[src/hw/switch_map.svh]
// Constants for the switch input control block: geometry, command
// opcodes, SPI word layout and timing figures.
// Assumes inclusion by bare name from the package and bench files.
`ifndef SWITCH_MAP_SVH
`define SWITCH_MAP_SVH

// Input geometry: ground-switch inputs first, programmable above
`define NUM_GND_IN      14
`define NUM_PROG_IN     8
`define NUM_ALL_IN      22

// Serial word
`define WORD_BITS       24
`define WORD_MSB        23
`define BITCNT_W        5
`define BITCNT_MAX      5'h1F
`define OP_HI           23
`define OP_LO           20
`define ANA_CODE_HI     4
`define ANA_CODE_LO     0
`define ANA_CFG_HI      6
`define ANA_CFG_LO      5
`define ANA_CODE_W      5

// Command opcodes
`define CMD_STATUS      4'h0
`define CMD_SETTINGS    4'h1
`define CMD_MET_PROG    4'h2
`define CMD_MET_GND     4'h3
`define CMD_TDIS_PROG   4'h4
`define CMD_TDIS_GND    4'h5
`define CMD_TRI_PROG    4'h6
`define CMD_TRI_GND     4'h7
`define CMD_ANALOG      4'h8

// Reset values
`define TRI_RST         22'h3FFFFF
`define MASK_RST        22'h000000
`define BAT_RST         8'h00
`define ANA_CODE_RST    5'h00

// Timing
`define WET_TIME_MS     20
`define CLK_FREQ_KHZ    100000

`endif

[src/hw/switch_pkg.sv]
// Types shared by the switch input control block.
// Assumes switch_map.svh sits on the include path.
`include "switch_map.svh"

package switch_pkg;

   typedef enum logic [1:0] {
      ANA_HIZ  = 2'b00,
      ANA_LOW  = 2'b01,
      ANA_HIGH = 2'b10
   } ana_cfg_e;

   typedef logic [`OP_HI-`OP_LO:0] opcode_t;
   typedef logic [`NUM_ALL_IN-1:0] in_mask_t;

endpackage

[src/hw/sync2.sv]
// Two-stage synchroniser for a bus of independent level signals.
// Assumes each bit is a separate level; no word coherence is given.
`timescale 1ns/1ps

module sync2 #(
   parameter int W = 1
) (
   input  wire logic         clk,
   input  wire logic         sys_rst,
   input  wire logic [W-1:0] d,
   output logic      [W-1:0] q
);

   logic [W-1:0] meta_ff;
   logic [W-1:0] hold_ff;

   ////////////////////////////////////////////////////////////////////
   // One flop pair per bit; stage one feeds stage two only
   genvar b;
   generate
      for (b = 0; b < W; b++) begin : g_bit
         always_ff @(posedge clk) begin
            if (sys_rst) begin
               meta_ff[b] <= 1'b0;
               hold_ff[b] <= 1'b0;
            end else begin
               meta_ff[b] <= d[b];
               hold_ff[b] <= meta_ff[b];
            end
         end
      end
   endgenerate

   assign q = hold_ff;

endmodule

[src/hw/switch_ctrl.sv]
// Control logic of a 22-input switch detection interface: SPI command
// slave, per-input current source steering, wetting timers, analog
// select and thermal protection.
// Assumes pins, SPI lines and the thermal comparator are asynchronous;
// normal_mode comes from logic on clk; sys_rst is the power-on reset.
//
// How it works
// - Thermal protection acts only while the device is in Normal mode.
// - Over temperature raises interrupt, forces sustain current, rest runs.
// - Over temperature sets thermal flag carried in every SO word.
// - Thermal flag clears at CS rise only once die has cooled.
// - After cooling, previously programmed wetting currents come back.
// - Metallic input with timer gets high current for window after closing.
// - Timer disabled: wetting current stays on while switch is closed.
// - Analog command code selects input, applied at CS rising edge.
// - Analog-selected input reads as zero in next SO word.
// - Analog input may be high impedance, low or high pull-up.
// - Power-up in Normal mode with every input tri-stated.
// - Programmable input sinks when to-battery, sources when to-ground.
// - Ground-switch input source follows the tri-state control.
// - Tri-stated ground input pulled low reports one, open load.
// - Configuration commands are taken only in Normal mode.
// - Interrupt output stays low until host reads switch status.
`timescale 1ns/1ps

module switch_ctrl
   import switch_pkg::*;
#(
   parameter int NUM_IN     = `NUM_ALL_IN,
   parameter int NUM_GND    = `NUM_GND_IN,
   parameter int WET_CYCLES = `WET_TIME_MS * `CLK_FREQ_KHZ
) (
   input  wire logic              clk,
   input  wire logic              sys_rst,
   input  wire logic              normal_mode,
   input  wire logic              over_temp,
   input  wire logic              sck,
   input  wire logic              cs_n,
   input  wire logic              si,
   output logic                   so,
   output logic                   so_oe,
   output logic                   int_n,
   input  wire logic [NUM_IN-1:0] pin_low,
   output logic      [NUM_IN-1:0] src_en,
   output logic      [NUM_IN-1:0] sink_en,
   output logic      [NUM_IN-1:0] high_cur,
   output logic                   analog_select_en,
   output logic [`ANA_CODE_W-1:0] analog_select_output
);

   localparam int CW = $clog2(WET_CYCLES + 1);
   localparam int NP = NUM_IN - NUM_GND;

   ////////////////////////////////////////////////////////////////////
   // Synchronisers
   logic [NUM_IN+3:0] syncd;
   logic              ot_s;
   logic              sck_s;
   logic              cs_s;
   logic              si_s;
   logic [NUM_IN-1:0] low_s;

   sync2 #(
      .W (NUM_IN + 4)
   ) u_sync (
      .clk     (clk),
      .sys_rst (sys_rst),
      .d       ({over_temp, sck, ~cs_n, si, pin_low}),
      .q       (syncd)
   );

   assign ot_s  = syncd[NUM_IN+3];
   assign sck_s = syncd[NUM_IN+2];
   assign cs_s  = ~syncd[NUM_IN+1];  // Inverted so reset reads idle
   assign si_s  = syncd[NUM_IN];
   assign low_s = syncd[NUM_IN-1:0];

   ////////////////////////////////////////////////////////////////////
   // SPI framing
   logic                  sck_prev_ff;
   logic                  cs_prev_ff;
   logic [`WORD_MSB:0]    shin_ff;
   logic [`WORD_MSB:0]    shout_ff;
   logic [`BITCNT_W-1:0]  bitcnt_ff;
   logic                  so_oe_ff;
   logic                  sck_rise;
   logic                  sck_fall;
   logic                  cs_fall;
   logic                  cs_rise;
   logic                  word_ok;
   logic                  cmd_take;
   logic                  rd_ack;
   opcode_t               opcode;
   logic [`WORD_MSB:0]    so_word;
   logic [`BITCNT_W-1:0]  nxt_bitcnt;

   assign sck_rise = sck_s & ~sck_prev_ff & ~cs_s;
   assign sck_fall = ~sck_s & sck_prev_ff & ~cs_s;
   assign cs_fall  = ~cs_s & cs_prev_ff;
   assign cs_rise  = cs_s & ~cs_prev_ff;
   // Short or long frames are dropped whole, never half applied
   assign word_ok  = (bitcnt_ff == `BITCNT_W'(`WORD_BITS));
   assign opcode   = shin_ff[`OP_HI:`OP_LO];
   assign cmd_take = cs_rise & word_ok & normal_mode;
   assign rd_ack   = cmd_take & (opcode == `CMD_STATUS);
   assign nxt_bitcnt = (bitcnt_ff == `BITCNT_MAX) ? bitcnt_ff
                                                  : bitcnt_ff + 1'b1;

   always_ff @(posedge clk) begin
      if (sys_rst) begin
         sck_prev_ff <= 1'b0;
         cs_prev_ff  <= 1'b1;
         bitcnt_ff   <= '0;
         shin_ff     <= '0;
      end else begin
         sck_prev_ff <= sck_s;
         cs_prev_ff  <= cs_s;
         if (cs_fall) begin
            bitcnt_ff <= '0;
         end else if (sck_rise) begin
            bitcnt_ff <= nxt_bitcnt;
            shin_ff   <= {shin_ff[`WORD_MSB-1:0], si_s};
         end
      end
   end

   // Output word loaded at CS fall, first bit valid before first SCK
   always_ff @(posedge clk) begin
      if (sys_rst) begin
         shout_ff <= '0;
         so_oe_ff <= 1'b0;
      end else begin
         so_oe_ff <= ~cs_s;
         if (cs_fall) begin
            shout_ff <= so_word;
         end else if (sck_fall) begin
            shout_ff <= {shout_ff[`WORD_MSB-1:0], 1'b0};
         end
      end
   end

   assign so    = shout_ff[`WORD_MSB];
   assign so_oe = so_oe_ff;

   ////////////////////////////////////////////////////////////////////
   // Configuration registers
   in_mask_t              tri_ff;
   in_mask_t              met_ff;
   in_mask_t              tdis_ff;
   logic [NP-1:0]         bat_ff;
   logic [`ANA_CODE_W-1:0] ana_code_ff;
   ana_cfg_e              ana_cfg_ff;
   logic                  ana_en_ff;
   logic [`ANA_CODE_W-1:0] ana_code_in;
   logic                  ana_code_ok;

   // Replace one group of a mask, leave the other group alone
   function automatic in_mask_t grp_write(input in_mask_t old,
                                          input logic prog,
                                          input logic [`WORD_MSB:0] w);
      in_mask_t r;
      r = old;
      if (prog) begin
         r[NUM_IN-1:NUM_GND] = w[NP-1:0];
      end else begin
         r[NUM_GND-1:0] = w[NUM_GND-1:0];
      end
      return r;
   endfunction

   assign ana_code_in = shin_ff[`ANA_CODE_HI:`ANA_CODE_LO];
   assign ana_code_ok = (ana_code_in != '0) &&
                        (ana_code_in <= `ANA_CODE_W'(NUM_IN));

   always_ff @(posedge clk) begin
      if (sys_rst) begin
         tri_ff      <= `TRI_RST;
         met_ff      <= `MASK_RST;
         tdis_ff     <= `MASK_RST;
         bat_ff      <= `BAT_RST;
         ana_code_ff <= `ANA_CODE_RST;
         ana_cfg_ff  <= ANA_HIZ;
         ana_en_ff   <= 1'b0;
      end else if (cmd_take) begin
         unique case (opcode)
            `CMD_SETTINGS:  bat_ff  <= shin_ff[NP-1:0];
            `CMD_MET_PROG:  met_ff  <= grp_write(met_ff, 1'b1, shin_ff);
            `CMD_MET_GND:   met_ff  <= grp_write(met_ff, 1'b0, shin_ff);
            `CMD_TDIS_PROG: tdis_ff <= grp_write(tdis_ff, 1'b1, shin_ff);
            `CMD_TDIS_GND:  tdis_ff <= grp_write(tdis_ff, 1'b0, shin_ff);
            `CMD_TRI_PROG:  tri_ff  <= grp_write(tri_ff, 1'b1, shin_ff);
            `CMD_TRI_GND:   tri_ff  <= grp_write(tri_ff, 1'b0, shin_ff);
            `CMD_ANALOG: begin
               ana_code_ff <= ana_code_in;
               ana_en_ff   <= ana_code_ok;
               ana_cfg_ff  <= ana_cfg_e'(shin_ff[`ANA_CFG_HI:`ANA_CFG_LO]);
            end
            default: ;
         endcase
      end
   end

   assign analog_select_output = ana_code_ff;
   assign analog_select_en     = ana_en_ff;

   ////////////////////////////////////////////////////////////////////
   // Thermal protection and interrupt
   logic therm_on;
   logic therm_prev_ff;
   logic therm_flag_ff;
   logic por_flag_ff;
   logic int_pend_ff;
   logic int_n_ff;
   logic sw_change;
   logic int_set;
   logic nxt_flag;
   logic nxt_pend;
   in_mask_t closed;
   in_mask_t closed_prev_ff;

   assign therm_on  = normal_mode & ot_s;
   assign sw_change = normal_mode & (|(closed ^ closed_prev_ff));
   assign int_set   = (therm_on & ~therm_prev_ff) | sw_change;
   // Set beats clear; clear needs a cool die
   // flag set
   assign nxt_flag  = therm_on | (therm_flag_ff & ~(cs_rise & ~ot_s));
   assign nxt_pend  = int_set | (int_pend_ff & ~rd_ack);

   always_ff @(posedge clk) begin
      if (sys_rst) begin
         therm_prev_ff  <= 1'b0;
         therm_flag_ff  <= 1'b0;
         por_flag_ff    <= 1'b1;
         int_pend_ff    <= 1'b0;
         int_n_ff       <= 1'b1;
         closed_prev_ff <= '0;
      end else begin
         therm_prev_ff  <= therm_on;
         therm_flag_ff  <= nxt_flag;
         por_flag_ff    <= por_flag_ff & ~rd_ack;
         int_pend_ff    <= nxt_pend;
         int_n_ff       <= ~nxt_pend;
         closed_prev_ff <= closed;
      end
   end
   assign int_n = int_n_ff;

   ////////////////////////////////////////////////////////////////////
   // Per-input status and current steering
   logic [CW-1:0] wet_cnt_ff [NUM_IN];
   in_mask_t      so_bits;
   in_mask_t      src_ff;
   in_mask_t      sink_ff;
   in_mask_t      hi_ff;

   genvar i;
   generate
      for (i = 0; i < NUM_IN; i++) begin : g_in
         logic is_prog;
         logic to_bat;
         logic sel_hit;
         logic wet_hi;
         logic nxt_src;
         logic nxt_sink;
         logic nxt_hi;

         assign is_prog = (i >= NUM_GND);
         if (i >= NUM_GND) begin : g_prog
            assign to_bat = bat_ff[i-NUM_GND];
         end else begin : g_gnd
            assign to_bat = 1'b0;
         end

         // Pin low reads closed even when tri-stated, except on a to-battery input
         // open load bit
         assign closed[i]  = is_prog ? (low_s[i] ^ to_bat) : low_s[i];
         assign sel_hit    = ana_en_ff &&
                             (ana_code_ff == `ANA_CODE_W'(i + 1));
         assign so_bits[i] = closed[i] & ~sel_hit;

         assign wet_hi = tdis_ff[i] ? closed[i]
                                    : (wet_cnt_ff[i] != '0);

         // Settings kept; heat only masks the high level
         // forced sustain
         assign nxt_src  = sel_hit ? (ana_cfg_ff != ANA_HIZ)
                                   : (~tri_ff[i] & ~to_bat);
         assign nxt_sink = ~sel_hit & ~tri_ff[i] & to_bat;
         assign nxt_hi   = ~therm_on &
                           (sel_hit ? (ana_cfg_ff == ANA_HIGH)
                                    : (met_ff[i] & wet_hi));

         always_ff @(posedge clk) begin
            if (sys_rst) begin
               wet_cnt_ff[i] <= '0;
               src_ff[i]     <= 1'b0;
               sink_ff[i]    <= 1'b0;
               hi_ff[i]      <= 1'b0;
            end else begin
               if (!closed[i]) begin
                  wet_cnt_ff[i] <= '0;
               end else if (!closed_prev_ff[i]) begin
                  wet_cnt_ff[i] <= CW'(WET_CYCLES);
               end else if (wet_cnt_ff[i] != '0) begin
                  wet_cnt_ff[i] <= wet_cnt_ff[i] - 1'b1;
               end
               src_ff[i]  <= nxt_src;
               sink_ff[i] <= nxt_sink;
               hi_ff[i]   <= nxt_hi;
            end
         end
      end
   endgenerate

   assign so_word  = {therm_flag_ff, por_flag_ff, so_bits};
   assign src_en   = src_ff;
   assign sink_en  = sink_ff;
   assign high_cur = hi_ff;

endmodule

[config.mk]
export PLATFORM = sky130hd
export DESIGN_NAME = switch_ctrl
export DESIGN_NICKNAME = d
export VERILOG_FILES = /design/src/hw/switch_pkg.sv /design/src/hw/sync2.sv /design/src/hw/switch_ctrl.sv
export VERILOG_INCLUDE_DIRS = /design/src /design/src/hw
export SDC_FILE = /design/constraint.sdc
export NUM_CORES = 1
export LEC_CHECK = 0
export BUFFER_PORTS_ARGS = -buffer_cell sky130_fd_sc_hd__buf_2
export CORE_ASPECT_RATIO = 0.75
export CORE_MARGIN = 5
export CORE_UTILIZATION = 50
export CTS_BUF_LIST = sky130_fd_sc_hd__clkbuf_8
export DETAILED_ROUTE_END_ITERATION = 10
export PLACE_DENSITY = 0.72
export SETUP_SLACK_MARGIN = 0.2
export SLEW_MARGIN = 20
export SYNTH_ARGS = -nofsm -noshare
export SYNTH_HDL_FRONTEND = slang
export SYNTH_SLANG_ARGS = --single-unit
[constraint.sdc]
create_clock -name clk -period 3.6 [get_ports clk]
set_input_delay 0.36 -clock clk [delete_from_list [all_inputs] [get_ports clk]]
set_output_delay 0.36 -clock clk [all_outputs]
set_load 0.01 [all_outputs]
==> flow_summary_export.csv <==
group,metric,value,unit
yosys,ys_ff_latch,731,
timing,hold_violations,0,
setup_path,setup.worst_path.end_class,"flop",
placed_design,io_buffers,89,
timing,rsz0062_at_grt,"false",
yosys,synth-main-ff-cell,"edfxtp_1",
yosys,avgSynthCellArea,10.1,µm²
yosys,ys_seq_area_frac,0.550,
final_layout,n_antenna_cell,0,
placed_design,dp_hpwl,52.6,mm
timing,final_max_slew_viol_count,0,
routing,drt-wirelength-per-cell,16.8,µm
setup_path,crit_type,"reg -> reg",
setup_path,ff2ff_setup_slack,570,ps
clocking,clock_latency,750,ps
final_layout,final_nets,3694,
setup_path,crit_fanout,21,
timing,finalCriticalPeriod,3030,ps
clocking,numCtsBuffers,113,
floorplan,fp.dieW,316,µm
setup_path,start_kind,"flop",
yosys,synth_edf_count,462,
routing,avgViaCountPerCell,5.52,
floorplan,io_pins,104,
routing,wl_met2,33.2,mm
timing,clock_skew,34.5,ps
power_and_ir_drop,total_power,0.0187,W
power_and_ir_drop,sequentialPowerShare,0.498,
setup_path,slowest_stage,"a2111o_1",
yosys,async_flop_share,0,
timing,worst_pin_slew,1020,ps
power_and_ir_drop,power.density,478,nW/µm²
final_layout,drive_above_1_share,0.0923,
clocking,h-tree-depth,3,
setup_path,path_buf_inv,0,
floorplan,die_y,239,µm
clocking,cts_sinks,731,
timing,tns,0,ps
routing,antenna_left,0,
clocking,holdBufCountCts,27,
flow_run,cap_violations,0,
global_route,overflow,0,
final_layout,final_cell_area,39100,µm²
power_and_ir_drop,netSwitchingPower,0.00481,W
final_layout,syn2layout_area_growth,11.6,%
setup_path,path_cells,"or4_4 > or4_1 > or3_4 > a2111o_1",
power_and_ir_drop,p_leak,16.2,nW
power_and_ir_drop,p_comb_frac,0.117,
global_route,grt_max_degree,68,
power_and_ir_drop,intPower,0.0139,W
yosys,yosysWarnings,0,
global_route,grt_pass1_vias,23900,
power_and_ir_drop,pwr-share-clk,0.385,
outcome,status,"finished, final reports clean",
floorplan,core_area,69800,µm²
global_route,grt_antenna_before_repair,2,
yosys,yosysUniqueCellTypes,76,
timing,maxSlewHeadroom,0.313,
clocking,post-cts-setup-buffer-count,0,
clocking,ctsLongestPathBuffers,3,
routing,wl_met1,37.8,mm
routing,wl_met3,5.63,mm
setup_path,arrival,3380,ps
timing,setup_viol,0,
floorplan,die_area,75500,µm²
power_and_ir_drop,irDropWorstVdd,0.306,mV
clocking,cts_tree,"done",
routing,route.detailed.drc,0,
timing,fmax,0.330,GHz
floorplan,rows,84,
global_route,grtUsageTotal,0.201,
timing,fin_hold_ws,34.8,ps
clocking,cts_root_buf,"clkbuf_8",
routing,drtPass1Iterations,5,
routing,highest_layer,"met4",
setup_path,max_stage_delay,780,ps
placed_design,placed_area,36400,µm²
setup_path,worstPathRequired,3950,ps
final_layout,fillerInstances,6046,
setup_path,cp_top_family,"simple AND/OR/NAND/NOR gates",
clocking,cts.reportedPaths.clkPinSlew,60,ps
clocking,cts_resized,0,
floorplan,start_util,0.502,
worst_hold_path,hold_class,"in -> reg",
routing,drtIter0Drc,2197,
routing,num_vias,25700,
yosys,syn_area,35000,µm²
timing,period_share,0.843,
power_and_ir_drop,swShare,0.257,
placed_design,gp_congestion,0.842,
yosys,syn_inst,3470,
global_route,grt_pass1_wl,125,mm
routing,drt_wl_total,78.1,mm
==> per-stage QoR <==
stage | instances | setup WS (ps) | utilization
floorplan | 3483 | 486 | -
global placement | 4421 | 599 | 0.522
detailed placement | 4421 | 559 | 0.522
CTS | 4662 | 542 | 0.560
global route | 4662 | 314 | 0.560
finish | 4662 | 567 | 0.560
==> registers in the layout, indices dropped and copies added, names as in the netlist, 22 cells and up <==
| signal | cells |
|---|---|
| tdis_ff | 22 |
| wet_cnt_ff | 462 |
| src_en | 22 |
| u_sync.q | 26 |
| closed_prev_ff | 22 |
| met_ff | 22 |
| high_cur | 22 |
| shout_ff | 24 |
| u_sync.meta_ff | 26 |
| tri_ff | 22 |
| shin_ff | 24 |
==> cell usage after synthesis (24+ instances only) <==
library cell / number / area [µm²]
nor2_1: 534 / 2000
edfxtp_1: 462 / 13900
nand2_1: 340 / 1280
a21oi_1: 278 / 1390
dfxtp_1: 269 / 5390
xnor2_1: 219 / 1920
xor2_1: 144 / 1260
nor3_1: 117 / 586
inv_1: 101 / 379
nor2b_1: 101 / 632
clkbuf_1: 99 / 372
nand3_1: 97 / 485
nor4_1: 76 / 475
or4_1: 66 / 495
or3_1: 62 / 388
ha_1: 48 / 601
nand3b_1: 32 / 240
nand4_1: 26 / 163
nand2b_1: 24 / 150
==> per-layer routing <==
layer	vias to the layer above	GRT usage
met5	-	0
met4	0	0.0549
met3	122	0.0448
met2	715	0.292
met1	12200	0.304
li1	12700	-
==> path summary, 6_finish.rpt <==
| path | startpoint | endpoint | cells past startpoint |
|---|---|---|---|
| max | wet_cnt_ff[4][56] | wet_cnt_ff[4][59] | 4 |
| min | sys_rst | u_sync.meta_ff[0] | 2 |
| max reg2reg | wet_cnt_ff[4][56] | wet_cnt_ff[4][59] | 4 |
| min reg2reg | u_sync.meta_ff[8] | u_sync.q[8] | 1 |
==> final cells by class <==
class	count	area, µm²	share of cell area
sequential	731	19300	0.493
multi-input combinational	2510	14800	0.379
clock buffer	134	1840	0.0472
tap	946	1180	0.0303
timing repair buffer	160	1070	0.0273
clock inverter	80	531	0.0136
inverter	101	379	0.00970
==> cells by family after synthesis <==
logic type,Yosys count,share of synthesized area
buffers and inverters,242,0.0282
adder cells (fa/ha/maj),48,0.0172
AO/OA/AOI/OAI,473,0.0826
XOR/XNOR,363,0.0908
AND/OR/NAND/NOR,1589,0.224
flip-flops,731,0.550
multiplexers,23,0.00658
other,1,0.000107
==> worst register-to-register path: stages, from the launching register on <==
cell	delay [ps]
edfxtp_1	450
or4_4	580
or4_1	430
or3_4	420
a2111o_1	780
==> placed cells by master, fill, tap and decap left out, types with 16 or more instances in the layout <==
cell | synthesis | final
edfxtp_1 | 462 | 462
nor4_1 | 76 | 76
nand3_1 | 97 | 97
and2_1 | 16 | 16
inv_1 | 101 | 137
nand3b_1 | 32 | 32
buf_2 | 15 | 88
xnor2_1 | 219 | 219
dlygate4sd3_1 | 0 | 27
clkinv_2 | 0 | 17
mux2i_1 | 23 | 23
or4_1 | 66 | 66
nand2_1 | 340 | 340
a21oi_1 | 278 | 277
and3_1 | 19 | 19
nand2b_1 | 24 | 24
nor2_1 | 534 | 534
nand4_1 | 26 | 26
o21ai_0 | 23 | 22
xor2_1 | 144 | 144
o31ai_1 | 21 | 21
buf_4 | 16 | 43
nand4b_1 | 18 | 18
o221ai_1 | 20 | 20
clkbuf_8 | 0 | 134
nor3_1 | 117 | 117
a31oi_1 | 17 | 17
ha_1 | 48 | 48
dfxtp_1 | 269 | 269
nor2b_1 | 101 | 101
or3_1 | 62 | 62
==> power groups by stage <==
stage | Clock, W | Combinational, W | Sequential [W]
2_1_floorplan | 0 | 0.00175 | 0.00943
3_3_place_gp | 0 | 0.00210 | 0.00948
3_5_place_dp | 0 | 0.00213 | 0.00948
4_1_cts | 0.00737 | 0.00218 | 0.00931
5_1_grt | 0.00777 | 0.00243 | 0.00934
6_report | 0.00720 | 0.00218 | 0.00931
No activity file was read; power rests on OpenSTA's default activity.
